`config.mk`:
```
export PLATFORM = sky130hd
export DESIGN_NAME = ebcr_regs
export DESIGN_NICKNAME = d
export VERILOG_FILES = /design/src/ebcr_pkg.sv /design/src/ebcr_regs.sv
export SDC_FILE = /design/constraint.sdc
export NUM_CORES = 1
export LEC_CHECK = 0
export ABC_AREA = 1
export BUFFER_PORTS_ARGS = -buffer_cell sky130_fd_sc_hd__buf_2
export CAP_MARGIN = 10
export CORE_MARGIN = 2
export CORE_UTILIZATION = 51
export DETAILED_ROUTE_END_ITERATION = 8
export MAX_ROUTING_LAYER = met4
export PLACE_DENSITY = 0.8
export SETUP_SLACK_MARGIN = 0.05
export SYNTH_ARGS = -nofsm -noshare
export SYNTH_HDL_FRONTEND = slang
export SYNTH_SLANG_ARGS = --single-unit
```
`constraint.sdc`:
```
create_clock -name core_clk -period 2.6 [get_ports core_clk]
set_clock_uncertainty 0.15 [all_clocks]
set_input_delay 0 -clock core_clk [delete_from_list [all_inputs] [get_ports core_clk]]
set_output_delay 0 -clock core_clk [all_outputs]
set_load 0.02 [all_outputs]
```
`src/ebcr_pkg.sv`:
```
// constants and carrier types for the endpoint byte-count register bank
package ebcr_pkg;
   // register indices; byte address is four times the index
   localparam logic [7:0] IDX_BULK_CTL = 8'hB4;
   localparam logic [7:0] IDX_CTRL_RX  = 8'hB5;
   localparam logic [7:0] IDX_CTRL_TX  = 8'hB6;
   localparam logic [7:0] IDX_INTR_RX  = 8'hB7;
   localparam logic [7:0] IDX_SEND     = 8'hB8;
   localparam logic [7:0] IDX_INTR_TX  = 8'hC7;
   localparam logic [7:0] IDX_A_HIGH   = 8'hCE;
   localparam logic [7:0] IDX_A_LOW    = 8'hCF;
   localparam logic [7:0] IDX_B_HIGH   = 8'hD1;
   localparam logic [7:0] IDX_B_LOW    = 8'hD2;
   // field positions
   localparam int BIT_FULL_PKT = 6;
   localparam int BIT_COMBINED = 7;
   localparam int BIT_DIR      = 6;
   localparam int BIT_FILL_SEL = 5;
   localparam int BIT_STALL_RX = 3;
   localparam int BIT_STALL_TX = 2;
   localparam int BIT_CTRL_GO  = 0;
   localparam int BIT_INTR_GO  = 1;
   // sram buffer bases
   localparam logic [10:0] CTRL_RX_BASE = 11'h000;
   localparam logic [10:0] CTRL_TX_BASE = 11'h040;
   localparam logic [10:0] INTR_RX_BASE = 11'h080;
   localparam logic [10:0] INTR_TX_BASE = 11'h0C0;
   localparam logic [10:0] BULK_A_BASE  = 11'h100;
   localparam logic [10:0] BULK_B_BASE  = 11'h300;
   // reset values and bus answers
   localparam logic [6:0] RST_EP_COUNT   = 7'h00;
   localparam logic [9:0] RST_BULK_COUNT = 10'h000;
   localparam logic [1:0] RESP_OKAY      = 2'h0;
   localparam logic [1:0] RESP_SLVERR    = 2'h2;

   // events from the serial interface engine
   typedef struct packed {
      logic        ctrl_rx_done;
      logic        intr_rx_done;
      logic        bulk_wr_done;
      logic [10:0] end_addr;
      logic        setup_rcvd;
      logic        stall_set_tx;
      logic        stall_set_rx;
      logic        stall_clr_tx;
      logic        stall_clr_rx;
      logic        set_config;
      logic        bus_reset;
   } ebcr_eng_s;

   // transmit request towards the engine
   typedef struct packed {
      logic        go;
      logic [6:0]  len;
      logic [10:0] base;
   } ebcr_tx_s;

   // bulk endpoint control towards the engine
   typedef struct packed {
      logic stall_tx;
      logic stall_rx;
      logic dir;
      logic fill_sel;
   } ebcr_bulk_s;
endpackage : ebcr_pkg

```
`src/ebcr_regs.sv`:
```
// endpoint byte-count and bulk buffer status registers behind an axi4-lite slave
//
// Our own choice: the AXI4-Lite slave port.
`timescale 1ns/10ps
module ebcr_regs #(
   parameter int AW = 12
) (
   // clock and reset
   input  wire logic                core_clk,
   input  wire logic                sys_rst,
   // axi4-lite write
   input  wire logic [AW-1:0]       s_axi_awaddr,
   input  wire logic                s_axi_awvalid,
   output logic                     s_axi_awready,
   input  wire logic [31:0]         s_axi_wdata,
   input  wire logic [3:0]          s_axi_wstrb,
   input  wire logic                s_axi_wvalid,
   output logic                     s_axi_wready,
   output logic [1:0]               s_axi_bresp,
   output logic                     s_axi_bvalid,
   input  wire logic                s_axi_bready,
   // axi4-lite read
   input  wire logic [AW-1:0]       s_axi_araddr,
   input  wire logic                s_axi_arvalid,
   output logic                     s_axi_arready,
   output logic [31:0]              s_axi_rdata,
   output logic [1:0]               s_axi_rresp,
   output logic                     s_axi_rvalid,
   input  wire logic                s_axi_rready,
   // engine side
   input  wire ebcr_pkg::ebcr_eng_s eng_i,
   output ebcr_pkg::ebcr_tx_s       ctrl_tx_o,
   output ebcr_pkg::ebcr_tx_s       intr_tx_o,
   output ebcr_pkg::ebcr_bulk_s     bulk_o
);

   typedef struct packed {
      logic                 aw_got;
      logic [AW-1:0]        aw_addr;
      logic                 w_got;
      logic [31:0]          w_data;
      logic                 w_lane0;
      logic                 awready;
      logic                 wready;
      logic                 bvalid;
      logic [1:0]           bresp;
      logic                 arready;
      logic                 rvalid;
      logic [1:0]           rresp;
      logic [31:0]          rdata;
      logic [6:0]           ctrl_rx;
      logic [6:0]           ctrl_tx;
      logic [6:0]           intr_rx;
      logic [6:0]           intr_tx;
      logic [9:0]           a_cnt;
      logic [9:0]           b_cnt;
      logic                 combined;
      logic                 dir;
      logic                 fill_sel;
      logic                 stall_tx;
      logic                 stall_rx;
      ebcr_pkg::ebcr_tx_s   ctrl_tx_out;
      ebcr_pkg::ebcr_tx_s   intr_tx_out;
      ebcr_pkg::ebcr_bulk_s bulk_out;
   } ebcr_state_s;

   ebcr_state_s st_q;
   ebcr_state_s st_d;
   logic        wr_commit;
   logic [7:0]  wr_idx;
   logic        wr_hit;
   logic [7:0]  wr_byte;

   // byte address to register index; misaligned or high bits give no hit
   function automatic logic [8:0] idx_of(input logic [AW-1:0] a);
      idx_of = {(a[1:0] == 2'h0) && (a[AW-1:10] == '0), a[9:2]};
   endfunction : idx_of

   // offset from buffer base; top bit is the full flag, the rest wrap
   function automatic logic [9:0] fill_of(input logic [10:0] addr,
                                          input logic [10:0] base);
      logic [10:0] off;
      off = addr - base;
      fill_of = off[9:0];
   endfunction : fill_of

   function automatic logic [6:0] ep_of(input logic [10:0] addr,
                                        input logic [10:0] base);
      logic [9:0] f;
      f = fill_of(addr, base);
      ep_of = f[6:0];
   endfunction : ep_of

   // read multiplexer: {hit, byte}
   function automatic logic [8:0] rd_mux(input logic [7:0] idx, input ebcr_state_s s);
      rd_mux = {1'b1, 8'h00};
      case (idx)
         ebcr_pkg::IDX_BULK_CTL: rd_mux[7:0] = {s.combined, s.dir, s.fill_sel, 1'b0,
                                                s.stall_rx & ~s.combined, s.stall_tx, 2'h0};
         ebcr_pkg::IDX_CTRL_RX:  rd_mux[7:0] = {1'b0, s.ctrl_rx};
         ebcr_pkg::IDX_CTRL_TX:  rd_mux[7:0] = {1'b0, s.ctrl_tx};
         ebcr_pkg::IDX_INTR_RX:  rd_mux[7:0] = {1'b0, s.intr_rx};
         ebcr_pkg::IDX_SEND:     rd_mux[7:0] = 8'h00;
         ebcr_pkg::IDX_INTR_TX:  rd_mux[7:0] = {1'b0, s.intr_tx};
         ebcr_pkg::IDX_A_HIGH:   rd_mux[7:0] = {6'h00, s.a_cnt[9:8]};
         ebcr_pkg::IDX_A_LOW:    rd_mux[7:0] = s.a_cnt[7:0];
         ebcr_pkg::IDX_B_HIGH:   rd_mux[7:0] = {6'h00, s.b_cnt[9:8]};
         ebcr_pkg::IDX_B_LOW:    rd_mux[7:0] = s.b_cnt[7:0];
         default:                rd_mux = 9'h000;
      endcase
   endfunction : rd_mux

   always_comb
   begin
      logic [8:0] wi;
      logic [8:0] ri;
      logic [8:0] rm;
      logic       aw_hs;
      logic       w_hs;
      logic       clr_tx;
      logic       clr_rx;
      logic       sw_tx;
      logic       sw_rx;
      logic [8:0] wm;
      st_d = st_q;
      ri = 9'h000;
      rm = 9'h000;
      aw_hs = s_axi_awvalid & st_q.awready;
      w_hs = s_axi_wvalid & st_q.wready;
      if (aw_hs)
      begin
         st_d.aw_got = 1'b1;
         st_d.aw_addr = s_axi_awaddr;
      end
      if (w_hs)
      begin
         st_d.w_got = 1'b1;
         st_d.w_data = s_axi_wdata;
         st_d.w_lane0 = s_axi_wstrb[0];
      end
      // address and data may arrive in either order
      wr_commit = st_d.aw_got & st_d.w_got & ~st_q.bvalid;
      wi = idx_of(st_d.aw_addr);
      wr_idx = wi[7:0];
      wm = rd_mux(wi[7:0], st_q);
      wr_hit = wr_commit & wi[8] & wm[8];
      wr_byte = st_d.w_lane0 ? st_d.w_data[7:0] : 8'h00;
      if (wr_commit)
      begin
         st_d.aw_got = 1'b0;
         st_d.w_got = 1'b0;
         st_d.bvalid = 1'b1;
         st_d.bresp = wr_hit ? ebcr_pkg::RESP_OKAY : ebcr_pkg::RESP_SLVERR;
      end
      else if (st_q.bvalid & s_axi_bready)
         st_d.bvalid = 1'b0;
      st_d.awready = ~st_d.aw_got & ~st_d.bvalid;
      st_d.wready = ~st_d.w_got & ~st_d.bvalid;
      // read answers one cycle after the address is taken
      if (s_axi_arvalid & st_q.arready)
      begin
         ri = idx_of(s_axi_araddr);
         rm = rd_mux(ri[7:0], st_q);
         st_d.rvalid = 1'b1;
         st_d.rdata = {24'h000000, rm[7:0]};
         st_d.rresp = (ri[8] & rm[8]) ? ebcr_pkg::RESP_OKAY : ebcr_pkg::RESP_SLVERR;
      end
      else if (st_q.rvalid & s_axi_rready)
         st_d.rvalid = 1'b0;
      st_d.arready = ~st_d.rvalid;

      // firmware writes; lane 0 only, others ignored
      sw_tx = 1'b0;
      sw_rx = 1'b0;
      st_d.ctrl_tx_out.go = 1'b0;
      st_d.intr_tx_out.go = 1'b0;
      if (wr_hit & st_d.w_lane0)
      begin
         case (wr_idx)
            ebcr_pkg::IDX_BULK_CTL:
            begin
               st_d.combined = wr_byte[ebcr_pkg::BIT_COMBINED];
               st_d.dir = wr_byte[ebcr_pkg::BIT_DIR];
               st_d.fill_sel = wr_byte[ebcr_pkg::BIT_FILL_SEL];
               if (wr_byte[ebcr_pkg::BIT_FILL_SEL])
                  st_d.b_cnt = ebcr_pkg::RST_BULK_COUNT;
               else
                  st_d.a_cnt = ebcr_pkg::RST_BULK_COUNT;
               sw_tx = wr_byte[ebcr_pkg::BIT_STALL_TX];
               sw_rx = wr_byte[ebcr_pkg::BIT_STALL_RX];
            end
            ebcr_pkg::IDX_CTRL_TX: st_d.ctrl_tx = wr_byte[6:0];
            ebcr_pkg::IDX_INTR_TX: st_d.intr_tx = wr_byte[6:0];
            ebcr_pkg::IDX_SEND:
            begin
               // go with zero count sends empty packet
               st_d.ctrl_tx_out.go = wr_byte[ebcr_pkg::BIT_CTRL_GO];
               st_d.intr_tx_out.go = wr_byte[ebcr_pkg::BIT_INTR_GO];
            end
            default: st_d.dir = st_q.dir;
         endcase
      end
      st_d.ctrl_tx_out.len = st_q.ctrl_tx;
      st_d.ctrl_tx_out.base = ebcr_pkg::CTRL_TX_BASE;
      st_d.intr_tx_out.len = st_q.intr_tx;
      st_d.intr_tx_out.base = ebcr_pkg::INTR_TX_BASE;

      // engine events win over clears in the same cycle
      // setup clears interrupt receive count
      if (eng_i.setup_rcvd)
         st_d.intr_rx = ebcr_pkg::RST_EP_COUNT;
      // loaded on completion from end address
      if (eng_i.ctrl_rx_done)
         st_d.ctrl_rx = ep_of(eng_i.end_addr, ebcr_pkg::CTRL_RX_BASE);
      if (eng_i.intr_rx_done)
         st_d.intr_rx = ep_of(eng_i.end_addr, ebcr_pkg::INTR_RX_BASE);
      // full packet wraps count, flag set
      if (eng_i.bulk_wr_done & ~st_q.fill_sel)
         st_d.a_cnt = fill_of(eng_i.end_addr, ebcr_pkg::BULK_A_BASE);
      if (eng_i.bulk_wr_done & st_q.fill_sel)
         st_d.b_cnt = fill_of(eng_i.end_addr, ebcr_pkg::BULK_B_BASE);

      // stall cleared only by host events
      clr_tx = eng_i.stall_clr_tx | eng_i.set_config | eng_i.bus_reset |
               (st_q.combined & eng_i.stall_clr_rx);
      clr_rx = eng_i.stall_clr_rx | eng_i.set_config | eng_i.bus_reset |
               (st_q.combined & eng_i.stall_clr_tx);
      if (eng_i.stall_set_tx | sw_tx)
         st_d.stall_tx = 1'b1;
      else if (clr_tx)
         st_d.stall_tx = 1'b0;
      // a write that leaves combined mode may set bit 3 at once
      if ((eng_i.stall_set_rx & ~st_q.combined) | (sw_rx & ~st_d.combined))
         st_d.stall_rx = 1'b1;
      else if (clr_rx)
         st_d.stall_rx = 1'b0;
      st_d.bulk_out.stall_tx = st_d.stall_tx;
      st_d.bulk_out.stall_rx = st_d.combined ? st_d.stall_tx : st_d.stall_rx;
      st_d.bulk_out.dir = st_d.dir;
      st_d.bulk_out.fill_sel = st_d.fill_sel;
   end

   always_ff @(posedge core_clk)
   begin
      if (sys_rst)
         st_q <= '0;
      else
         st_q <= st_d;
   end

   assign s_axi_awready = st_q.awready;
   assign s_axi_wready = st_q.wready;
   assign s_axi_bvalid = st_q.bvalid;
   assign s_axi_bresp = st_q.bresp;
   assign s_axi_arready = st_q.arready;
   assign s_axi_rvalid = st_q.rvalid;
   assign s_axi_rresp = st_q.rresp;
   assign s_axi_rdata = st_q.rdata;
   assign ctrl_tx_o = st_q.ctrl_tx_out;
   assign intr_tx_o = st_q.intr_tx_out;
   assign bulk_o = st_q.bulk_out;
endmodule : ebcr_regs

```
==> flow_summary_export.csv, run 1 <==
group,metric,value,unit
die,pin_count,171,
timing,setup_viol,0,
setup_path,cp.depth,15,
run,cap_violations,0,
timing,tightest_slew,0.801,ns
die,die_y,106,µm
clock_tree,cts_root_buf,"clkbuf_8",
timing,tns,0,ns
clock_tree,cts_setup_buffers,0,
detailed_routing,wl,13400,µm
die,num_rows,37,
setup_path,path_common_cell,"nand2_1",
timing,hold_viol_final,0,
clock_tree,cts_buffers,9,
setup_path,crit_buf_inv,2,
clock_tree,h-tree-depth,3,
power,combinationalPowerShare,16.6,%
die,initial_core_util,52.1,%
timing,period_share,90.3,%
setup_path,crit_required,2.69,ns
grt,grt_pass1_vias,4544,
detailed_routing,wl_per_cell,13.2,µm
logic_synthesis,async_flop_share,0,%
cells_and_area,syn2layout_area_growth,18.9,%
timing,rsz0062_at_grt,"no",
clock_tree,clk_pin_slew,0.10,ns
logic_synthesis,synth.distinct_cells,41,
power,switching_power,947,µW
die,coreArea,10300,µm²
grt,grt_usage,24.5,%
placement,dp.final_hpwl,8810,µm
power,switching_share,28.4,%
detailed_routing,drt-pass1-iter-count,5,
clock_tree,cts_tree,"yes",
clock_tree,clk_latency,0.37,ns
detailed_routing,drc_errors,0,
grt,grt_max_degree,50,
logic_synthesis,avgSynthCellArea,7.19,µm²
setup_path,rr_worst_depth,15,
power,p_int,2390,µW
power,leakage,0.00306,µW
logic_synthesis,syn_area,5360,µm²
detailed_routing,vias,5017,
grt,overflow,0,
setup_path,max_stage_delay,0.34,ns
logic_synthesis,synthFlopType,"dfxtp_1",
setup_path,arrival,2.44,ns
logic_synthesis,synth_seq_cells,109,
timing,min_period,2.35,ns
power,p_per_area,524,nW/µm²
setup_path,cp_cell_sequence,"buf_12, nand2_8, nand2_1, nand2_1, nand2_1, nor2_1, nand2_1, nand2_1, inv_1, nand2_2, nand3_2, nand2_1, nand3_2, nand2_1, a21oi_1",
power,clockPowerShare,30.6,%
logic_synthesis,syn_inst,745,
cells_and_area,postLayoutCoreUtil,62.0,%
die,die_w,106,µm
detailed_routing,postRouteAntennaNets,0,
cells_and_area,fin_nets,956,
run_status,outcome,"finished, final reports clean",
setup_path,crit_type,"flop to flop",
setup_path,cp_slowest_cell,"dfxtp_1",
timing,whs,0.0503,ns
worst_hold_path,holdPathStages,5,
timing,fmax,426,MHz
placement,place.gp.congestion,0.895,
logic_synthesis,synth_edf_count,0,
setup_path,endpoint_kind,"flop",
setup_path,rrSetupSlack,0.25,ns
placement,io_buffer_count,97,
setup_path,critPathLaunchType,"flop",
clock_tree,cts_sinks,109,
setup_path,crit_family,"simple AND/OR/NAND/NOR gates",
die,dieArea,11300,µm²
power,p_seq_share,52.7,%
logic_synthesis,synth_warnings,0,
power,power,3340,µW
timing,relSlewSlack,46.5,%
grt,grt_pass1_wl,21400,µm
timing,timing.final.max_slew_violations,0,
worst_hold_path,hp-class,"input port to flop",
detailed_routing,drt_iter0_drc,376,
detailed_routing,vias_per_cell,4.97,
grt,antenna_found_initial,1,
cells_and_area,drive_above_1_share,17.1,%
cells_and_area,final_area,6370,µm²
logic_synthesis,ys_seq_area_share,40.7,%
clock_tree,clockBufferDepth,2,
power,ir_drop,0.000261,V
placement,post_dp_cell_area,5500,µm²
setup_path,critPathMaxFanout,23,
cells_and_area,fillers,895,
## cell usage after synthesis, types with 8 or more instances
cell type / n / area (µm²)
dfxtp_1: 109 / 2180
buf_4: 78 / 586
nor2_1: 72 / 270
a21oi_1: 60 / 300
nand2_2: 8 / 50.1
nand3_1: 30 / 150
or2_2: 10 / 62.6
nand2_1: 177 / 664
clkbuf_1: 12 / 45.0
nand4_1: 8 / 50.1
inv_1: 82 / 308
o21ai_0: 36 / 180
## layout make-up
class	count	area (µm²)	area share [%]
Multi-Input combinational cell	495	2300	36.1
Sequential cell	109	2180	34.3
Timing Repair Buffer	169	1200	18.9
Inverter	84	315	4.95
Tap cell	136	170	2.67
Clock buffer	9	124	1.94
Clock inverter	6	71.3	1.12
Antenna cell	1	2.50	0.0393
## cell families (layout without fill, tap and decap cells)
group	Yosys count	count (layout)	share of synthesized area (%)
AND/OR/NAND/NOR	323	323	26.2
buffers and inverters	185	268	19.6
AO/OA/AOI/OAI	124	124	12.8
flip-flops	109	109	40.7
multiplexers	2	2	0.374
other	1	46	0.0700
XOR/XNOR	1	1	0.164
## registers in the layout (all words and copies together) (netlist names), named ones only
register,count
s_axi_rdata,8
st_d,14
st_q,59
s_axi_arready,1
s_axi_wready,1
ctrl_tx_o,8
s_axi_rvalid,1
s_axi_bresp,1
s_axi_rresp,1
intr_tx_o,9
bulk_o,2
s_axi_bvalid,1
s_axi_awready,1
## power groups by stage
stage / registers (µW) / logic [µW] / clock network (µW)
2_1_floorplan: 1800 / 392 / 0
3_3_place_gp: 1800 / 452 / 0
3_5_place_dp: 1800 / 459 / 0
4_1_cts: 1760 / 538 / 1040
5_1_grt: 1770 / 614 / 1100
6_report: 1760 / 555 / 1020
## per-stage QoR
stage	setup WS [ns]	cells
5_1_grt	0.0620	1009
6_report	0.252	1009
4_1_cts	0.284	1008
3_5_place_dp	0.313	927
3_3_place_gp	0.357	927
2_1_floorplan	0.497	789
## what timing repair did
item	4_1_cts	5_1_grt
hold buffers	66	0
gates resized for setup	0	2
hold endpoints to repair	81	0
endpoints found under the setup margin	0	9
## worst paths after layout
kind / from / end
setup / recovery: s_axi_awready / st_q[51]
hold / removal: s_axi_wvalid / s_axi_wready
setup reg to reg: s_axi_awready / st_q[51]
hold reg to reg: s_axi_bresp[1] / s_axi_bresp[1]
## worst min-delay path, stage by stage
cell and delay (ns):
buf_2 0.07, nand2_1 0.05, inv_1 0.19, or2_2 0.18, nor2_1 0.05
## metal layers
metal	up-vias	GRT usage, %	share of wire [%]	wire length [µm]
li1	2489	-	-	-
met1	2274	30.2	43	5690
met2	222	40.1	47	6310
met3	32	4.35	7.1	947
met4	0	9.46	3.1	420
met5	-	-	0	0
## cell usage in the layout, fill, tap and decap left out, drive strengths merged, types with 2 or more instances in the layout
cell | synthesis | layout
inv | 82 | 84
or2 | 10 | 10
dlygate4sd3 | 0 | 66
a21oi | 61 | 61
o22ai | 2 | 2
conb | 1 | 45
nand4 | 8 | 8
o21ai | 44 | 44
dfxtp | 109 | 109
nand3 | 34 | 34
o21a | 3 | 3
nor3 | 8 | 8
clkinvlp | 0 | 2
clkbuf | 12 | 9
o2111ai | 5 | 5
mux2i | 2 | 2
nor2 | 76 | 76
buf | 89 | 103
nand2 | 186 | 186
clkinv | 2 | 3
a211oi | 2 | 2
No activity file was read; power rests on OpenSTA's default activity.
==> run 2: changes to the inputs <==
--- a/config.mk
+++ b/config.mk
@@ -5,7 +5,7 @@
 export SDC_FILE = /design/constraint.sdc
 export NUM_CORES = 1
 export LEC_CHECK = 0
-export ABC_AREA = 1
+export ABC_AREA = 0
 export BUFFER_PORTS_ARGS = -buffer_cell sky130_fd_sc_hd__buf_2
 export CAP_MARGIN = 10
 export CORE_MARGIN = 2
==> flow_summary_export.csv, run 2 <==
group,metric,value,unit
die,num_rows,36,
run_status,outcome,"finished, final reports clean",
logic_synthesis,yosysTopAreaCellShare,42.0,%
power,p_per_area,548,nW/µm²
power,switching_share,27.0,%
grt,overflow,0,
worst_hold_path,hp-class,"input port to flop",
timing,fmax,418,MHz
die,pin_count,171,
logic_synthesis,synth_top_area_cell,"dfxtp_1",
timing,timing.final.max_slew_violations,0,
power,switching_power,915,µW
setup_path,r2r_start,"st_q[170]",
timing,tightest_slew,0.906,ns
clock_tree,cts_sinks,109,
clock_tree,clk_latency,0.37,ns
power,p_int,2470,µW
logic_synthesis,synthFlopType,"dfxtp_1",
cells_and_area,top_register,"st_q",
placement,dp.final_hpwl,9140,µm
logic_synthesis,avgSynthCellArea,9.22,µm²
detailed_routing,wl,12800,µm
detailed_routing,vias_per_cell,5.36,
logic_synthesis,synth.distinct_cells,61,
worst_hold_path,holdPathStages,4,
logic_synthesis,synth.most_common_cell,"dfxtp_1",
cells_and_area,syn2layout_area_growth,18.7,%
logic_synthesis,async_flop_share,0,%
die,coreArea,9820,µm²
cells_and_area,final_cell_mix,"dfxtp_1, buf_2, dlygate4sd3_1",
detailed_routing,wl_per_cell,15.7,µm
logic_synthesis,ys_top_cells_by_area,"dfxtp_1, buf_4, a21oi_1",
power,clockPowerShare,33.9,%
logic_synthesis,syn_inst,564,
cells_and_area,diodes,0,
logic_synthesis,synth_warnings,0,
cells_and_area,largest_reg_flops,59,
placement,io_buffer_count,97,
clock_tree,cts_buffers,9,
setup_path,regToRegEndpoint,"bulk_o[3]",
logic_synthesis,synth_seq_cells,109,
clock_tree,clk_pin_slew,0.11,ns
timing,hold_viol_final,0,
setup_path,critPathLaunchType,"flop",
grt,grt_max_degree,69,
detailed_routing,drt-pass1-iter-count,8,
run,cap_violations,0,
setup_path,max_stage_delay,0.56,ns
setup_path,crit_required,2.77,ns
logic_synthesis,synth_edf_count,0,
timing,whs,0.0108,ns
clock_tree,cts_tree,"yes",
timing,min_period,2.39,ns
detailed_routing,postRouteAntennaNets,0,
die,die_w,105,µm
setup_path,rr_worst_depth,6,
timing,tns,0,ns
cells_and_area,multi_input_area,2480,µm²
logic_synthesis,synth_commonest_cells,"dfxtp_1, buf_4, nor2_1",
logic_synthesis,syn_area,5200,µm²
setup_path,arrival,2.57,ns
grt,antenna_found_initial,0,
timing,rsz0062_at_grt,"no",
timing,relSlewSlack,38.8,%
die,dieArea,11000,µm²
logic_synthesis,ys_seq_area_share,42.0,%
cells_and_area,drive_above_1_share,20.5,%
timing,setup_viol,0,
worst_hold_path,hold_end,"st_q[42]",
die,initial_core_util,52.9,%
cells_and_area,layout_commonest_cell,"dfxtp_1",
worst_hold_path,hp-start,"eng_i[2]",
setup_path,cp_slowest_cell,"dlygate4sd3_1",
cells_and_area,ff_latch_area,2180,µm²
setup_path,critPathMaxFanout,5,
power,leakage,0.00268,µW
detailed_routing,drc_errors,0,
cells_and_area,postLayoutCoreUtil,62.9,%
detailed_routing,vias,4372,
clock_tree,cts_setup_buffers,0,
power,p_seq_share,52.1,%
setup_path,cp_cell_sequence,"nor3_1, nand4b_1, a2111oi_4, nand2_2, o22ai_1, dlygate4sd3_1",
placement,place.gp.congestion,0.882,
cells_and_area,fin_nets,765,
power,combinationalPowerShare,14.0,%
grt,grt_pass1_vias,4212,
grt,grt_usage,23.7,%
timing,period_share,92.1,%
clock_tree,cts_root_buf,"clkbuf_8",
setup_path,crit_type,"flop to flop",
setup_path,crit_buf_inv,1,
die,die_y,105,µm
setup_path,crit_family,"simple AND/OR/NAND/NOR gates",
cells_and_area,fillers,828,
setup_path,rrSetupSlack,0.21,ns
clock_tree,clockBufferDepth,2,
setup_path,endpoint_kind,"flop",
power,ir_drop,0.000247,V
grt,grt_pass1_wl,20600,µm
clock_tree,h-tree-depth,3,
detailed_routing,drt_iter0_drc,301,
-- run 2: through the flow --
step | cells | area [µm²] | setup slack [ns] | power [µW]
finish | 815 | 6170 | 0.207 | 3390
global route | 815 | 6170 | 0.0746 | 3510
global placement | 746 | 5410 | 0.343 | 2190
floorplan | 608 | 5360 | 0.226 | 2130
detailed placement | 746 | 5410 | 0.322 | 2210
CTS | 815 | 6170 | 0.177 | 3380
-- run 2: worst max path at each step --
stage | from | end | slack (ns) | cells past startpoint
floorplan | s_axi_awready | st_d[34] | 0.23 | 7
global placement | s_axi_wready | st_q[65] | 0.34 | 6
detailed placement | s_axi_wready | st_q[58] | 0.32 | 6
CTS | s_axi_wready | bulk_o[3] | 0.18 | 6
global route | s_axi_awready | bulk_o[3] | 0.07 | 7
finish | st_q[170] | bulk_o[3] | 0.21 | 6
-- run 2: worst reg2reg max path: stages (launching register included) --
cell,delay [ns]
dfxtp_1,0.33
nor3_1,0.24
nand4b_1,0.29
a2111oi_4,0.45
nand2_2,0.17
o22ai_1,0.15
dlygate4sd3_1,0.56
-- run 2: area by class of cell --
cell class              instances  share of cell area (%)
well taps                     133                    2.70
clock buffers                   9                    2.01
inverters                       9                   0.547
flip-flops and latches        109                    35.4
clock inverters                 7                    1.72
repair buffers                159                    17.6
multi-input cells             389                    40.1
-- run 2: cell families (layout without fill, tap and decap cells) --
group / Yosys count / in the layout / share of synthesized area [%]
buffers and inverters: 110 / 184 / 13.6
other: 1 / 45 / 0.0721
DFF: 109 / 109 / 42.0
AOI/OAI and AO/OA: 126 / 126 / 17.5
xor gates and xnor gates: 4 / 4 / 0.674
muxes: 39 / 39 / 8.42
and+or+nand+nor: 175 / 175 / 17.7
-- run 2: what timing repair did --
| item | 4_1_cts | 5_1_grt |
|---|---|---|
| endpoints found under the hold margin | 75 | 0 |
| resized for setup | 0 | 2 |
| hold buffers | 53 | 0 |
| endpoints found under the setup margin | 0 | 1 |
-- run 2: metal layers --
metal  vias up  track usage [%]  part of all wire, %  wire (µm)
met5         -                -                    0          0
met4         0             8.57                  2.2        275
met3        31             3.31                  6.9        879
met2       199             37.9                   48       6130
met1      2024             30.6                   43       5470
li1       2118                -                    -          -
-- run 2: power by group through the flow --
stage / Clock (µW) / Sequential [µW] / Combinational, µW
floorplan: 0 / 1800 / 331
global placement: 0 / 1800 / 397
detailed placement: 0 / 1800 / 407
CTS: 1150 / 1760 / 468
global route: 1220 / 1770 / 517
finish: 1150 / 1760 / 475
==> run 3: changes to the inputs <==
--- a/config.mk
+++ b/config.mk
@@ -6,13 +6,13 @@
 export NUM_CORES = 1
 export LEC_CHECK = 0
 export ABC_AREA = 0
-export BUFFER_PORTS_ARGS = -buffer_cell sky130_fd_sc_hd__buf_2
 export CAP_MARGIN = 10
 export CORE_MARGIN = 2
-export CORE_UTILIZATION = 51
+export CORE_UTILIZATION = 63
 export DETAILED_ROUTE_END_ITERATION = 8
+export DONT_BUFFER_PORTS = 1
 export MAX_ROUTING_LAYER = met4
-export PLACE_DENSITY = 0.8
+export PLACE_DENSITY = 0.79
 export SETUP_SLACK_MARGIN = 0.05
 export SYNTH_ARGS = -nofsm -noshare
 export SYNTH_HDL_FRONTEND = slang
==> flow_summary_export.csv, run 3 (synthesis gave the netlist of run 2 again) <==
group,metric,value,unit
run_status,outcome,"finished, final reports clean",
die,num_rows,33,
clock_tree,clockBufferDepth,2,
grt,grt_pass1_vias,3979,
run,cap_violations,0,
cells_and_area,drive_above_1_share,7.83,%
clock_tree,clk_pin_slew,0.11,ns
die,die_y,94.8,µm
timing,hold_viol_final,0,
detailed_routing,wl_per_cell,18.0,µm
detailed_routing,wl,13100,µm
setup_path,rrSetupSlack,0.09,ns
power,ir_drop,0.000342,V
detailed_routing,drt-pass1-iter-count,5,
clock_tree,cts_sinks,109,
setup_path,critPathMaxFanout,10,
timing,setup_viol,0,
power,p_per_area,527,nW/µm²
power,leakage,0.00243,µW
grt,grt_usage,30.0,%
placement,post_dp_cell_area,4890,µm²
die,initial_core_util,64.2,%
cells_and_area,diodes,0,
cells_and_area,postLayoutCoreUtil,74.8,%
grt,grt_max_degree,70,
timing,min_period,2.51,ns
cells_and_area,final_cell_mix,"dfxtp_1, dlygate4sd3_1, conb_1",
cells_and_area,syn2layout_area_growth,16.5,%
placement,place.gp.congestion,0.917,
clock_tree,clk_latency,0.38,ns
placement,io_buffer_count,0,
placement,dp.final_hpwl,8230,µm
cells_and_area,final_area,6060,µm²
setup_path,crit_required,2.72,ns
setup_path,crit_type,"flop to flop",
setup_path,arrival,2.63,ns
timing,tightest_slew,0.896,ns
die,dieArea,8990,µm²
timing,period_share,96.6,%
detailed_routing,postRouteAntennaNets,0,
die,die_w,94.8,µm
grt,overflow,0,
clock_tree,cts_tree,"yes",
timing,relSlewSlack,39.4,%
detailed_routing,drt_iter0_drc,338,
die,coreArea,8090,µm²
timing,fmax,398,MHz
setup_path,endpoint_kind,"flop",
detailed_routing,vias_per_cell,5.99,
timing,rsz0062_at_grt,"yes",
timing,tns,0,ns
die,pin_count,171,
cells_and_area,fin_nets,709,
worst_hold_path,hp-class,"input port to flop",
grt,grt_pass1_wl,20200,µm
grt,antenna_found_initial,0,
clock_tree,cts_buffers,9,
clock_tree,cts_root_buf,"clkbuf_8",
clock_tree,h-tree-depth,3,
cells_and_area,layout_commonest_cell,"dfxtp_1",
timing,timing.final.max_slew_violations,0,
detailed_routing,drc_errors,0,
setup_path,critPathLaunchType,"flop",
detailed_routing,vias,4380,
cells_and_area,top_register,"st_q",
cells_and_area,largest_reg_flops,59,
## run 3: changes by cell type in the layout (fill, tap and decap cells not counted), sizes merged
cell and delta:
clkinv +1, inv -2, dlygate4sd3 +36, clkbuf +3
buf -94, dlymetal6s4s +2, bufinv -2
## run 3: power by group
group | switching (µW) | internal (µW) | total [µW]
logic | 252 | 193 | 445
registers | 54.1 | 1720 | 1780
clock network | 565 | 405 | 970
total | 871 | 2320 | 3190
## run 3: cell type report
cell class / instances / area [µm²]
repair buffers: 103 / 1030
flip-flops and latches: 109 / 2180
multi-input cells: 389 / 2490
clock buffers: 12 / 155
fillers: 554 / 2040
well taps: 105 / 131
clock inverters: 4 / 32.5
inverters: 9 / 33.8
## run 3: final timing paths
check	from	to	cells past startpoint
hold reg to reg	st_d[39]	ctrl_tx_o[16]	1
setup / recovery	st_q[170]	st_q[64]	7
hold / removal	s_axi_wdata[7]	bulk_o[2]	4
setup reg to reg	st_q[170]	st_q[64]	7
## run 3: stage by stage
step	power, µW	hold WS (ns)	setup WS (ns)	std cells
finish	3190	0.0230	0.0881	731
global placement	2080	-0.0703	0.348	621
global route	3310	0.0722	-0.0410	731
CTS	3170	0.0207	0.0901	728
detailed placement	2090	-0.0655	0.321	621
floorplan	2130	-0.0690	0.226	608
## run 3: worst max-delay path: stages, from the launching register on
cell       delay, ns
dfxtp_1         0.35
nor3_1          0.27
nand4b_1        0.27
a2111oi_4       0.49
buf_4           0.18
buf_4           0.13
a31oi_2         0.24
a22o_1          0.32
## run 3: what timing repair did
action / CTS / global route
endpoints found under the hold margin: 109 / 1
hold buffers: 91 / 1
endpoints found under the setup margin: 0 / 7
setup buffers: 0 / 2
gates resized for setup: 0 / 8
## run 3: routing by layer
metal  up-vias  global-route usage [%]  part of all wire (%)
met4         0                    12.0                   2.9
li1       2020                       -                     -
met1      2064                    38.7                    41
met5         -                       -                     0
met2       257                    47.8                    47
met3        39                    4.23                   8.8
